<file path="src/rtl/host_port_cfg.svh">
// Constants for the host port: field positions, codes, reset values
// What this block does
// - Slave port moving 16-bit words to memory
// - Mux select pin picks multiplexed or separate
// - Separate mode takes 18-bit address from lines
// - Multiplexed mode keeps autoincrementing 18-bit pointer
// - Ready output stalls host through DMA latency
// - Control word only in multiplexed mode
// - Multiplexed access type chosen by type lines
// - Host one in to-DSP bit interrupts DSP
// - To-DSP bit always reads as zero
// - DSP sets to-host interrupt, host clears it
// - Writing zero leaves to-host bit unchanged
// - Separate mode: data lines, address lines, direction
// - Every data-window host access becomes a DMA access
// - No access to any I/O space
// - Memory clocks on per access in light idle
// - Own port reset, core may stay held
// - Keeps serving while CPU is halted
// - With reset pins high, each core held until host writes location 0x2F with it selected
`ifndef HOST_PORT_CFG_SVH
`define HOST_PORT_CFG_SVH

`define HP_DATA_W        16
`define HP_ADDR_W        18
`define HP_FIFO_DEPTH    8
`define HP_FIFO_W        35

`define HP_TYPE_CTRL     2'h0
`define HP_TYPE_DATA_INC 2'h1
`define HP_TYPE_ADDR     2'h2
`define HP_TYPE_DATA     2'h3

`define HP_CTRL_PAGE_LO  0
`define HP_CTRL_PAGE_HI  1
`define HP_CTRL_PREFETCH 2
`define HP_CTRL_TODSP    3
`define HP_CTRL_TOHOST   4

`define HP_RELEASE_ADDR  18'h0002f
`define HP_CORE_HOLD_RST 2'h3
`define HP_POINTER_RST   18'h00000
`define HP_WORD_RST      16'h0000

`endif

</file>
<file path="src/rtl/host_port_pkg.sv">
// Types shared by the host port modules
package host_port_pkg;

	typedef enum logic [3:0]
	{
		ST_IDLE = 4'b0001,
		ST_PUSH = 4'b0010,
		ST_WAIT = 4'b0100,
		ST_END  = 4'b1000
	} access_state_t;

endpackage

</file>
<file path="src/rtl/host_port.sv">
// Host port: host pin protocol, control word, DMA request path
`timescale 1ns/1ps
`include "host_port_cfg.svh"
module host_port
(
	input  wire logic        clk,
	input  wire logic        srst,
	input  wire logic        hostPortResetN,
	input  wire logic        addrDataMuxSelect,
	input  wire logic [15:0] hostDataLinesIn,
	output      logic [15:0] hostDataLinesOut,
	output      logic        hostDataLinesOeN,
	input  wire logic [17:0] hostAddressLines,
	input  wire logic        hostDataStrobeOneN,
	input  wire logic        hostDataStrobeTwoN,
	input  wire logic        hostChipSelectN,
	input  wire logic [1:0]  hostAccessType,
	input  wire logic        hostReadNotWrite,
	input  wire logic        hostAddrLatchN,
	output      logic        hostHoldOff,
	output      logic        toHostInterruptN,
	input  wire logic        dspCtrlWrite,
	input  wire logic [15:0] dspCtrlWData,
	output      logic [15:0] dspCtrlRData,
	output      logic        toDspInterrupt,
	output      logic        dspWakeRequest,
	input  wire logic [2:0]  lowPowerState,
	input  wire logic        cpuHalted,
	output      logic        memClockOn,
	input  wire logic        coreResetPinsHigh,
	input  wire logic        subsystemSelect,
	output      logic [1:0]  coreHold,
	output      logic        dmaReqValid,
	input  wire logic        dmaReqReady,
	output      logic        dmaReqWrite,
	output      logic [17:0] dmaReqAddr,
	output      logic [15:0] dmaReqData,
	input  wire logic        dmaRdValid,
	input  wire logic [15:0] dmaRdData
);

	////////////////////////////////////////////////////////////////////////
	// Reset, strobes and access decode

	logic                          portRst;
	logic                          strobeOn;
	logic                          startEdge;
	logic                          latchFall;
	logic [1:0]                    effType;
	logic                          effRead;
	logic                          hostCtrlWr;
	logic                          isDataAccess;
	logic [15:0]                   ctrlWord;
	logic                          fifoInReady;
	logic                          fifoInValid;
	logic [`HP_FIFO_W-1:0]         fifoInData;
	logic [`HP_FIFO_W-1:0]         fifoOutData;
	logic                          releaseWr;
	logic                          inIdleLight;

	host_port_pkg::access_state_t  state_ff;
	host_port_pkg::access_state_t  nxt_state;
	logic                          isRead_ff;
	logic                          nxt_isRead;
	logic                          isAuto_ff;
	logic                          nxt_isAuto;
	logic [17:0]                   accAddr_ff;
	logic [17:0]                   nxt_accAddr;
	logic [15:0]                   accData_ff;
	logic [15:0]                   nxt_accData;
	logic [17:0]                   pointer_ff;
	logic [17:0]                   nxt_pointer;
	logic [15:0]                   hostDataOut_ff;
	logic [15:0]                   nxt_hostDataOut;
	logic                          strobePrev_ff;
	logic                          latchPrev_ff;
	logic [1:0]                    typeHeld_ff;
	logic [1:0]                    nxt_typeHeld;
	logic                          rwHeld_ff;
	logic                          nxt_rwHeld;
	logic                          useHeld_ff;
	logic                          nxt_useHeld;

	logic                          toHostBit_ff;
	logic                          nxt_toHostBit;
	logic                          prefetch_ff;
	logic                          nxt_prefetch;
	logic                          toDsp_ff;
	logic                          nxt_toDsp;
	logic                          wake_ff;
	logic                          nxt_wake;
	logic [15:0]                   dspRData_ff;

	logic [1:0]                    coreHold_ff;
	logic [1:0]                    nxt_coreHold;
	logic                          strapDone_ff;
	logic                          memClock_ff;
	logic                          nxt_memClock;

	// Port reset is separate from the core's, so loading can run early
	assign portRst = srst | ~hostPortResetN;

	assign strobeOn  = ~hostChipSelectN &
		(~hostDataStrobeOneN | ~hostDataStrobeTwoN);
	assign startEdge = strobeOn & ~strobePrev_ff;
	assign latchFall = ~hostAddrLatchN & latchPrev_ff;

	// Type and direction come from the address latch if it was used
	assign effType = useHeld_ff ? typeHeld_ff : hostAccessType;
	assign effRead = useHeld_ff ? rwHeld_ff : hostReadNotWrite;

	// Separate mode has no type lines: only the data window is reached
	assign isDataAccess = ~addrDataMuxSelect |
		(effType == `HP_TYPE_DATA_INC) |
		(effType == `HP_TYPE_DATA);

	assign hostCtrlWr = (state_ff == host_port_pkg::ST_IDLE) & startEdge &
		addrDataMuxSelect & (effType == `HP_TYPE_CTRL) & ~effRead;

	always_comb
	begin
		ctrlWord = `HP_WORD_RST;
		ctrlWord[`HP_CTRL_PAGE_HI:`HP_CTRL_PAGE_LO] = pointer_ff[17:16];
		ctrlWord[`HP_CTRL_PREFETCH] = prefetch_ff;
		ctrlWord[`HP_CTRL_TODSP]    = 1'b0;
		ctrlWord[`HP_CTRL_TOHOST]   = toHostBit_ff;
	end

	////////////////////////////////////////////////////////////////////////
	// Host access state machine

	always_comb
	begin
		nxt_state       = state_ff;
		nxt_isRead      = isRead_ff;
		nxt_isAuto      = isAuto_ff;
		nxt_accAddr     = accAddr_ff;
		nxt_accData     = accData_ff;
		nxt_pointer     = pointer_ff;
		nxt_hostDataOut = hostDataOut_ff;
		nxt_typeHeld    = typeHeld_ff;
		nxt_rwHeld      = rwHeld_ff;
		nxt_useHeld     = useHeld_ff;
		if (latchFall && (state_ff == host_port_pkg::ST_IDLE) &&
			addrDataMuxSelect)
		begin
			nxt_typeHeld = hostAccessType;
			nxt_rwHeld   = hostReadNotWrite;
			nxt_useHeld  = 1'b1;
		end
		// Halt of the CPU does not enter here: service goes on regardless
		case (state_ff)
			host_port_pkg::ST_IDLE:
			begin
				if (startEdge)
				begin
					nxt_isRead = effRead;
					nxt_isAuto = 1'b0;
					nxt_state  = host_port_pkg::ST_END;
					if (isDataAccess)
					begin
						// Memory space only; there is no I/O select
						nxt_accAddr = addrDataMuxSelect ?
							pointer_ff : hostAddressLines;
						nxt_accData = hostDataLinesIn;
						nxt_isAuto  = addrDataMuxSelect &
							(effType == `HP_TYPE_DATA_INC);
						if (!addrDataMuxSelect)
							nxt_pointer = hostAddressLines;
						nxt_state = host_port_pkg::ST_PUSH;
					end
					else if (effType == `HP_TYPE_CTRL)
					begin
						if (effRead)
							nxt_hostDataOut = ctrlWord;
						else
							nxt_pointer[17:16] = hostDataLinesIn[
								`HP_CTRL_PAGE_HI:`HP_CTRL_PAGE_LO];
					end
					else
					begin
						if (effRead)
							nxt_hostDataOut = pointer_ff[15:0];
						else
							nxt_pointer[15:0] = hostDataLinesIn;
					end
				end
			end
			host_port_pkg::ST_PUSH:
			begin
				if (fifoInReady)
				begin
					if (isRead_ff)
						nxt_state = host_port_pkg::ST_WAIT;
					else
					begin
						if (isAuto_ff)
							nxt_pointer = pointer_ff + 18'h00001;
						nxt_state = host_port_pkg::ST_END;
					end
				end
			end
			host_port_pkg::ST_WAIT:
			begin
				if (dmaRdValid)
				begin
					nxt_hostDataOut = dmaRdData;
					if (isAuto_ff)
						nxt_pointer = pointer_ff + 18'h00001;
					nxt_state = host_port_pkg::ST_END;
				end
			end
			host_port_pkg::ST_END:
			begin
				if (!strobeOn)
				begin
					nxt_useHeld = 1'b0;
					nxt_state   = host_port_pkg::ST_IDLE;
				end
			end
			default:
				nxt_state = host_port_pkg::ST_IDLE;
		endcase
	end

	always_ff @(posedge clk)
	begin
		if (portRst)
		begin
			state_ff       <= host_port_pkg::ST_IDLE;
			isRead_ff      <= 1'b0;
			isAuto_ff      <= 1'b0;
			accAddr_ff     <= `HP_POINTER_RST;
			accData_ff     <= `HP_WORD_RST;
			pointer_ff     <= `HP_POINTER_RST;
			hostDataOut_ff <= `HP_WORD_RST;
			strobePrev_ff  <= 1'b0;
			latchPrev_ff   <= 1'b1;
			typeHeld_ff    <= `HP_TYPE_CTRL;
			rwHeld_ff      <= 1'b0;
			useHeld_ff     <= 1'b0;
		end
		else
		begin
			state_ff       <= nxt_state;
			isRead_ff      <= nxt_isRead;
			isAuto_ff      <= nxt_isAuto;
			accAddr_ff     <= nxt_accAddr;
			accData_ff     <= nxt_accData;
			pointer_ff     <= nxt_pointer;
			hostDataOut_ff <= nxt_hostDataOut;
			strobePrev_ff  <= strobeOn;
			latchPrev_ff   <= hostAddrLatchN;
			typeHeld_ff    <= nxt_typeHeld;
			rwHeld_ff      <= nxt_rwHeld;
			useHeld_ff     <= nxt_useHeld;
		end
	end

	// Host waits while the request is queued or the read is outstanding
	assign hostHoldOff = (state_ff == host_port_pkg::ST_PUSH) |
		(state_ff == host_port_pkg::ST_WAIT) |
		((state_ff == host_port_pkg::ST_IDLE) & startEdge);
	assign hostDataLinesOut = hostDataOut_ff;
	assign hostDataLinesOeN = ~((state_ff == host_port_pkg::ST_END) &
		isRead_ff & strobeOn);

	////////////////////////////////////////////////////////////////////////
	// DMA request queue

	assign fifoInValid = (state_ff == host_port_pkg::ST_PUSH);
	assign fifoInData  = {~isRead_ff, accAddr_ff, accData_ff};

	host_port_fifo
	#(
		.WIDTH (`HP_FIFO_W),
		.DEPTH (`HP_FIFO_DEPTH)
	)
	u_fifo
	(
		.clk      (clk),
		.srst     (portRst),
		.inValid  (fifoInValid),
		.inReady  (fifoInReady),
		.inData   (fifoInData),
		.outValid (dmaReqValid),
		.outReady (dmaReqReady),
		.outData  (fifoOutData)
	);

	assign dmaReqWrite = fifoOutData[34];
	assign dmaReqAddr  = fifoOutData[33:16];
	assign dmaReqData  = fifoOutData[15:0];

	////////////////////////////////////////////////////////////////////////
	// Interrupts in both directions

	always_comb
	begin
		nxt_toHostBit = toHostBit_ff;
		nxt_prefetch  = prefetch_ff;
		// A zero in either writer's data changes nothing; set beats clear
		if (dspCtrlWrite && dspCtrlWData[`HP_CTRL_TOHOST])
			nxt_toHostBit = 1'b1;
		else if (hostCtrlWr && hostDataLinesIn[`HP_CTRL_TOHOST])
			nxt_toHostBit = 1'b0;
		if (hostCtrlWr)
			nxt_prefetch = hostDataLinesIn[`HP_CTRL_PREFETCH];
		nxt_toDsp = hostCtrlWr & hostDataLinesIn[`HP_CTRL_TODSP];
		nxt_wake  = nxt_toDsp & (|lowPowerState);
	end

	always_ff @(posedge clk)
	begin
		if (portRst)
		begin
			toHostBit_ff <= 1'b0;
			prefetch_ff  <= 1'b0;
			toDsp_ff     <= 1'b0;
			wake_ff      <= 1'b0;
			dspRData_ff  <= `HP_WORD_RST;
		end
		else
		begin
			toHostBit_ff <= nxt_toHostBit;
			prefetch_ff  <= nxt_prefetch;
			toDsp_ff     <= nxt_toDsp;
			wake_ff      <= nxt_wake;
			dspRData_ff  <= ctrlWord;
		end
	end

	assign toHostInterruptN = ~toHostBit_ff;
	assign toDspInterrupt   = toDsp_ff;
	assign dspWakeRequest   = wake_ff;
	assign dspCtrlRData     = dspRData_ff;

	////////////////////////////////////////////////////////////////////////
	// Core release and memory clock request

	assign releaseWr = (state_ff == host_port_pkg::ST_PUSH) & fifoInReady &
		~isRead_ff & (accAddr_ff == `HP_RELEASE_ADDR);
	assign inIdleLight = lowPowerState[0] | lowPowerState[1];

	always_comb
	begin
		nxt_coreHold = coreHold_ff;
		// Pins level is caught on the first edge after the port wakes
		if (!strapDone_ff)
			nxt_coreHold = {2{coreResetPinsHigh}};
		else if (releaseWr)
			nxt_coreHold[subsystemSelect] = 1'b0;
		// Light idle: clocks only while an access is in flight
		if (inIdleLight)
			nxt_memClock = (state_ff != host_port_pkg::ST_IDLE) |
				startEdge | dmaReqValid;
		else
			nxt_memClock = ~lowPowerState[2];
	end

	always_ff @(posedge clk)
	begin
		if (portRst)
		begin
			coreHold_ff  <= `HP_CORE_HOLD_RST;
			strapDone_ff <= 1'b0;
			memClock_ff  <= 1'b0;
		end
		else
		begin
			coreHold_ff  <= nxt_coreHold;
			strapDone_ff <= 1'b1;
			memClock_ff  <= nxt_memClock;
		end
	end

	assign coreHold   = coreHold_ff;
	assign memClockOn = memClock_ff;

	////////////////////////////////////////////////////////////////////////
	// Assertions

	a_todsp_reads_zero: assert property (
		@(posedge clk) disable iff (portRst)
		(state_ff == host_port_pkg::ST_IDLE) && startEdge &&
		addrDataMuxSelect && (effType == `HP_TYPE_CTRL) && effRead |=>
		!hostDataOut_ff[`HP_CTRL_TODSP] && !dspCtrlRData[`HP_CTRL_TODSP])
		else $error("to-DSP bit read back as one");

	a_todsp_pulse: assert property (
		@(posedge clk) disable iff (portRst)
		hostCtrlWr && hostDataLinesIn[`HP_CTRL_TODSP] |=>
		toDspInterrupt ##1 !toDspInterrupt)
		else $error("to-DSP interrupt not a single pulse");

	a_tohost_set: assert property (
		@(posedge clk) disable iff (portRst)
		dspCtrlWrite && dspCtrlWData[`HP_CTRL_TOHOST] |=> !toHostInterruptN)
		else $error("to-host pin not raised by DSP write");

	a_zero_no_effect: assert property (
		@(posedge clk) disable iff (portRst)
		(dspCtrlWrite || hostCtrlWr) &&
		!(dspCtrlWrite && dspCtrlWData[`HP_CTRL_TOHOST]) &&
		!(hostCtrlWr && hostDataLinesIn[`HP_CTRL_TOHOST]) |=>
		$stable(toHostInterruptN))
		else $error("zero write moved to-host bit");

	a_hold_on_read: assert property (
		@(posedge clk) disable iff (portRst)
		(state_ff == host_port_pkg::ST_WAIT) && !dmaRdValid |=>
		hostHoldOff && hostDataLinesOeN)
		else $error("host not held while read outstanding");

	a_autoinc_step: assert property (
		@(posedge clk) disable iff (portRst)
		(state_ff == host_port_pkg::ST_WAIT) && dmaRdValid && isAuto_ff |=>
		pointer_ff == $past(pointer_ff) + 18'h00001)
		else $error("pointer did not advance by one");

	a_sep_addr_used: assert property (
		@(posedge clk) disable iff (portRst)
		(state_ff == host_port_pkg::ST_IDLE) && startEdge &&
		!addrDataMuxSelect |=> accAddr_ff == $past(hostAddressLines) &&
		(state_ff == host_port_pkg::ST_PUSH))
		else $error("separate-mode address not taken");

	a_no_ctrl_sep: assert property (
		@(posedge clk) disable iff (portRst)
		startEdge && !addrDataMuxSelect && !dspCtrlWrite |=>
		$stable(prefetch_ff) && $stable(toHostBit_ff) && !toDspInterrupt)
		else $error("control word touched in separate mode");

	a_release_write: assert property (
		@(posedge clk) disable iff (portRst)
		releaseWr && strapDone_ff |=> !coreHold[$past(subsystemSelect)])
		else $error("release write did not free core");

	a_idle_clocks: assert property (
		@(posedge clk) disable iff (portRst)
		inIdleLight && (state_ff == host_port_pkg::ST_PUSH) |=> memClockOn)
		else $error("memory clocks off during idle access");

endmodule // host_port

</file>
<file path="src/rtl/host_port_fifo.sv">
// Request FIFO between the host side and the DMA side
`timescale 1ns/1ps
module host_port_fifo
#(
	parameter int WIDTH = 35,
	parameter int DEPTH = 8
)
(
	input  wire logic             clk,
	input  wire logic             srst,
	input  wire logic             inValid,
	output      logic             inReady,
	input  wire logic [WIDTH-1:0] inData,
	output      logic             outValid,
	input  wire logic             outReady,
	output      logic [WIDTH-1:0] outData
);

	localparam int PW = $clog2(DEPTH);
	localparam int CW = $clog2(DEPTH + 1);
	localparam logic [CW-1:0] FULL_COUNT = CW'(DEPTH);
	localparam logic [PW-1:0] LAST_PTR   = PW'(DEPTH - 1);

	logic [WIDTH-1:0] mem_ff [DEPTH];
	logic [PW-1:0]    wrPtr_ff;
	logic [PW-1:0]    nxt_wrPtr;
	logic [PW-1:0]    rdPtr_ff;
	logic [PW-1:0]    nxt_rdPtr;
	logic [CW-1:0]    count_ff;
	logic [CW-1:0]    nxt_count;
	logic             doWrite;
	logic             doRead;

	assign inReady  = (count_ff != FULL_COUNT);
	assign outValid = (count_ff != '0);
	assign outData  = mem_ff[rdPtr_ff];
	assign doWrite  = inValid & inReady;
	assign doRead   = outValid & outReady;

	always_comb
	begin
		nxt_wrPtr = wrPtr_ff;
		nxt_rdPtr = rdPtr_ff;
		nxt_count = count_ff;
		if (doWrite)
			nxt_wrPtr = (wrPtr_ff == LAST_PTR) ? '0 : PW'(wrPtr_ff + 1'b1);
		if (doRead)
			nxt_rdPtr = (rdPtr_ff == LAST_PTR) ? '0 : PW'(rdPtr_ff + 1'b1);
		if (doWrite && !doRead)
			nxt_count = CW'(count_ff + 1'b1);
		else if (doRead && !doWrite)
			nxt_count = CW'(count_ff - 1'b1);
	end

	always_ff @(posedge clk)
	begin
		if (srst)
		begin
			wrPtr_ff <= '0;
			rdPtr_ff <= '0;
			count_ff <= '0;
		end
		else
		begin
			wrPtr_ff <= nxt_wrPtr;
			rdPtr_ff <= nxt_rdPtr;
			count_ff <= nxt_count;
		end
	end

	// Storage entries; contents need no reset
	for (genvar i = 0; i < DEPTH; i++)
	begin : g_entry
		always_ff @(posedge clk)
		begin
			if (doWrite && (wrPtr_ff == PW'(i)))
				mem_ff[i] <= inData;
		end
	end

endmodule // host_port_fifo

</file>
<file path="config.mk">
export PLATFORM = sky130hd
export DESIGN_NAME = host_port
export DESIGN_NICKNAME = d
export VERILOG_FILES = /design/src/rtl/host_port_pkg.sv /design/src/rtl/host_port.sv /design/src/rtl/host_port_fifo.sv
export VERILOG_INCLUDE_DIRS = /design/src /design/src/rtl
export SDC_FILE = /design/constraint.sdc
export NUM_CORES = 1
export LEC_CHECK = 0
export CORE_MARGIN = 2
export CORE_UTILIZATION = 50
export CTS_CLUSTER_DIAMETER = 30
export DETAILED_ROUTE_END_ITERATION = 16
export DONT_BUFFER_PORTS = 1
export GPL_TIMING_DRIVEN = 0
export PLACE_DENSITY = 0.74
export SLEW_MARGIN = 5
export SYNTH_ARGS = -nofsm -noshare
export SYNTH_HDL_FRONTEND = slang
export SYNTH_SLANG_ARGS = --single-unit
</file>
<file path="constraint.sdc">
create_clock -name clk -period 3.7 [get_ports clk]
set_input_delay 0.74 -clock clk [delete_from_list [all_inputs] [get_ports clk]]
set_output_delay 0.74 -clock clk [all_outputs]
set_load 0.05 [all_outputs]
</file>
# Yosys cells after proc, flatten, opt, wreduce, memory -nomap -nowiden
# Memory sizes are Yosys's and may differ from the RTL's. A register that Yosys moved wholly into a read port is not among the register bits.
# Cells that the tools add are included.
# word_totals
reg_bits	114
mem_bits_rw	280
in_bits	86
out_inout_bits	76
elab_cells	221
memories	1
# classes
add_sub_neg	5
order_cmp	2
eq_ne	28
muxes	83
bitwise	39
n_reduce_logical	38
# memory_table
name	depth	width	rd	rd_ports_with_merged_regs	wr	line	source
u_fifo.mem_ff	8	35	1	1	1	host_port_fifo.sv:24	logic [WIDTH-1:0] mem_ff [DEPTH];
# ops
op	n
$mux W35	7
$reduce_or A35 Y1	7
$mux W16	8
$mux W18	7
$pmux W18 S3	1
$mux W1	33
$mux W3	11
$mux W4	8
$pmux W16 S2	1
$add A18 B1 Y18 const B	1
$eq A18 B6 Y1 const B	1
$and A1 B1 Y1	16
$ne A2 B2 Y1 const B	8
$pmux W4 S4	1
$eq A3 B3 Y1 const B	5
$logic_and A1 B1 Y1	15
$reduce_and A7 Y1	2
$not A1 Y1	12
$mux W2	5
$or A1 B1 Y1	9
$add A3 B1 Y3 const B	2
$eq A3 B2 Y1 const B	2
$ne A3 B3 Y1 const B	2
$reduce_bool A2 Y1	3
27 further kinds	28

# Longest topological paths before layout
# logic_depth
ltp_word	13
depth_mapped	12
mapped_depth_nobuf	11

# Modules after synthesis
# A second synthesis with hierarchy kept.
# unflattened
cells_unflattened	1077
hier_area_um2	16448.3
# modules_own_cells
module	n_inst	cells_per_inst	area_per_inst_um2	seq_area_each_um2
host_port_fifo	1	482	11469.8	8668.3
host_port	1	595	4978.5	1841.8

# Worst setup path before layout
# Ideal clock, no wire load.
# synth_path
path_kind	register to register
start	reg u_fifo.count_ff[0]
end	reg u_fifo.count_ff[3]
setup_time_ns	0.070
arrival_ns	2.799
t_required_ns	3.630
slack_ns	0.831
path_stages_with_launch	12
path_buffers	1
period_less_slack_ns	2.869
path_cell_list	dfxtp_1 -> or4_1 -> clkbuf_1 -> nand2_1 -> ha_1 -> inv_1 -> ha_1 -> a21o_1 -> a21oi_1 -> xnor2_1 -> or3_1 -> a21oi_1
# synth_via
elab_chain_cells	5
elab_cells_between_ends	13
classes_between	add/sub: 2; eq/ne: 1; mux: 2; bitwise: 2; reduce/logical: 6
# synth_rtl
item	line	source
start: declaration	host_port_fifo.sv:29	logic [CW-1:0] count_ff;
start signal: assignment	host_port_fifo.sv:67	count_ff <= nxt_count;
$reduce_bool A4 Y1 *	host_port_fifo.sv:35	assign outValid = (count_ff != '0);
named net dmaReqValid	host_port.sv:33	output logic dmaReqValid,
$and A1 B1 Y1 *	host_port_fifo.sv:38	assign doRead = outValid & outReady;
$logic_not A1 Y1	host_port_fifo.sv:49	if (doWrite && !doRead)
$logic_and A1 B1 Y1	host_port_fifo.sv:49	
$mux W4 or $reduce_bool A2 Y1 (tied branches)	n/a	
# The timed path passes the listed nets; every way through them passes the cells marked *. The select of a mux whose other input is x is not followed.
# A chain may end at the register's enable or synchronous reset.

==> flow_summary_export.csv <==
group,metric,value,unit
setup_path,slowest_delay,0.66,ns
placement,place.gp.congestion,0.952,
setup_path,timing_worst_setup_path_type,"reg2out",
timing,slew_violations,0,
layout,final_util,0.606,
status,outcome,"finished, final reports clean",
global_route,grt_pass1_vias,10300,
job,drv_cap,0,
die,die_y,183,microns
route,first_pass_iters,8,
cts,h-tree-depth,3,
setup_path,crit_top_cell,"clkbuf_1",
cts,holdBufCountCts,0,
layout,seq_area,10500,sq um
route,dr_total_vias,10200,
layout,design_area,19100,sq um
cts,clk_pin_slew,0.05,ns
route,drtIter0Drc,1119,
global_route,grt_max_degree,31,
route,viasPerCell,6.27,
global_route,grt-ovfl-total,0,
cts,clk_path_buf_depth,3,
setup_path,cp_top_family,"buffers and inverters",
die,rows,65,
cts,clock-sinks,385,
logic_synthesis,yosysTopAreaCell,"edfxtp_1",
logic_synthesis,yosysMostFrequentCell,"edfxtp_1",
placement,placed_area,16800,sq um
logic_synthesis,ys_ff_latch,385,
logic_synthesis,synthCells,1089,
timing,slew-limit-headroom,0.230,
cts,cts_resized,0,
logic_synthesis,synth_seq_area_share,0.655,
placement,place_ws,0.183,ns
worst_hold_path,hp-class,"in2reg",
logic_synthesis,syn_area_per_cell,14.7,sq um
logic_synthesis,synth_area_leaders,"edfxtp_1, dfxtp_1, mux4_2, mux2_2, nor2_1",
logic_synthesis,synthAdderAreaFrac,0.0106,
logic_synthesis,synth_edf_count,280,
layout,final_cells,1633,
setup_path,slowest_stage,"clkbuf_1",
timing,final.min_clock_period,3.57,ns
logic_synthesis,synthArstFlopShare,0,
setup_path,end_kind,"output port",
cts,cts_buffers,68,
route,routed_wl,42600,microns
global_route,antenna_found_initial,1,
route,drc,0,
layout,layout-drive-gt1-share,0.249,
die,die_area,33500,sq um
layout,multi_input_area,5100,sq um
timing,final-hold-violation-count,0,
power,power_leakage,6.52,nW
power,power,11.4,mW
logic_synthesis,yosysWarnings,0,
timing,fmax,280,MHz
logic_synthesis,synth_compound_gate_area_share,0.0822,
power,powerDensity,597,nW/um^2
global_route,grt_pass1_wl,64200,microns
logic_synthesis,synthFlopType,"edfxtp_1",
placement,hpwl,27700,microns
logic_synthesis,synth_top_area_share,0.524,
layout,nNetsFinal,1277,
timing,finalClockSkew,0.0314,ns
logic_synthesis,synth.area.mux_share,0.134,
die,ios,162,
setup_path,crit_fanout,10,
cts,cts_setup_buffers,0,
logic_synthesis,syn_area,16100,sq um
die,core_area,31600,sq um
cts,cts_tree,"built",
timing,period_share,0.964,
placement,dp_cells,1510,
logic_synthesis,synth_top_family_by_area,"multiplexers",
setup_path,critPathBufInv,2,
layout,antenna_cells,0,
logic_synthesis,ys_top_cells_by_count,"edfxtp_1, dfxtp_1, nor2_1",
logic_synthesis,synth-simple-area-share,0.0845,
setup_path,cp.required,2.96,ns
setup_path,critPathLaunchType,"flip-flop",
global_route,track_usage,0.258,
die,die_w,183,microns
layout,area_growth_syn_to_layout,19.1,%
timing,rsz0062_at_grt,"false",
timing,worst_pin_slew,1.15,ns
route,routedWlPerCell,26.1,microns
timing,timing.final.ws_setup,0.134,ns
cts,root_buffer,"clkbuf_16",
placement,port_buffers,0,
timing,setup_viol_count_final,0,
cts,clkLatencyLatePin,0.59,ns
logic_synthesis,synth-xor-area-share,0.00218,
logic_synthesis,synthDistinctLibCells,74,
layout,fill_cells,2303,
die,start_util,0.509,
setup_path,path_cells,"clkbuf_1, clkbuf_1, mux4_2, mux2_2",
route,antenna_left,0,
setup_path,arrival,2.83,ns
power,ir_worst_vdd,0.355,mV
[sequential cells by signal (all words and copies together), names as in the netlist, 4 cells and up, named ones only]
register	count
accData_ff	16
hostDataLinesOut	16
u_fifo.mem_ff	280
pointer_ff	18
accAddr_ff	18
state_ff	4
u_fifo.count_ff	4
dspCtrlRData	4
[per-stage QoR]
| step | hold WS (ns) | setup TNS [ns] |
|---|---|---|
| floorplan | 0.451 | 0 |
| global placement | 0.474 | -50.38 |
| detailed placement | 0.480 | 0 |
| CTS | 0.263 | 0 |
| global route | 0.259 | 0 |
| finish | 0.277 | 0 |
[per-layer routing]
layer  wire length [microns]  GRT usage  up-vias
met1                   16700      0.336     5091
li1                        -          -     4452
met3                    3900     0.0624       96
met2                   20600      0.420      599
met4                    1410      0.104        2
met5                      13          0        -
[report_power, final]
| part | switching [mW] | internal (mW) |
|---|---|---|
| Combinational | 0.291 | 0.131 |
| Sequential | 0.0738 | 4.64 |
| Clock | 2.32 | 3.95 |
[final cells by class]
class / count / share of cell area
well taps: 402 / 0.0263
multi-input cells: 609 / 0.267
clock inverters: 50 / 0.0301
repair buffers: 8 / 0.00955
plain buffers: 87 / 0.0224
flip-flops and latches: 385 / 0.550
clock buffers: 73 / 0.0916
inverters: 19 / 0.00373
[kinds of logic (layout without fill, tap and decap cells)]
group                      count (synthesis)  after routing
xor gates and xnor gates                   4              4
muxes                                    123            123
buffers and inverters                    106            237
DFF                                      385            385
AOI/OAI and AO/OA                        186            186
other                                      1             12
and+or+nand+nor                          271            271
adders and majority gates                 13             13
[cells in the final DEF, fill, tap and decap left out, types with 6 or more instances in the layout]
cell	instances
nand4_1	7
buf_4	15
inv_6	11
mux2_2	38
a21oi_1	47
and3_1	10
bufinv_16	6
nand2_1	73
clkinv_4	6
clkbuf_1	48
nand3_1	10
a211oi_1	21
dfxtp_1	105
o31ai_1	14
buf_2	20
nor4_1	7
nor2_1	89
clkinvlp_4	8
and3_2	8
a211oi_2	6
nand2b_1	9
a22oi_1	6
inv_1	18
ha_1	12
o22ai_1	14
o21ai_0	11
clkinv_2	8
a31oi_1	17
mux2i_1	14
o311ai_0	9
a311oi_1	6
conb_1	12
nor3_1	16
edfxtp_1	280
clkbuf_16	69
mux4_2	70
[path summary, 6_finish.rpt]
path                 startpoint                 end  slack [ns]  cells after the start
min reg2reg  u_fifo.rdPtr_ff[2]  u_fifo.rdPtr_ff[2]        0.49                      2
max                   flip-flop      dmaReqData[10]        0.13                      4
max reg2reg         state_ff[1]  u_fifo.count_ff[3]        0.53                     12
min              hostAddrLatchN        latchPrev_ff        0.28                      1
No activity file was read; power rests on OpenSTA's default activity.
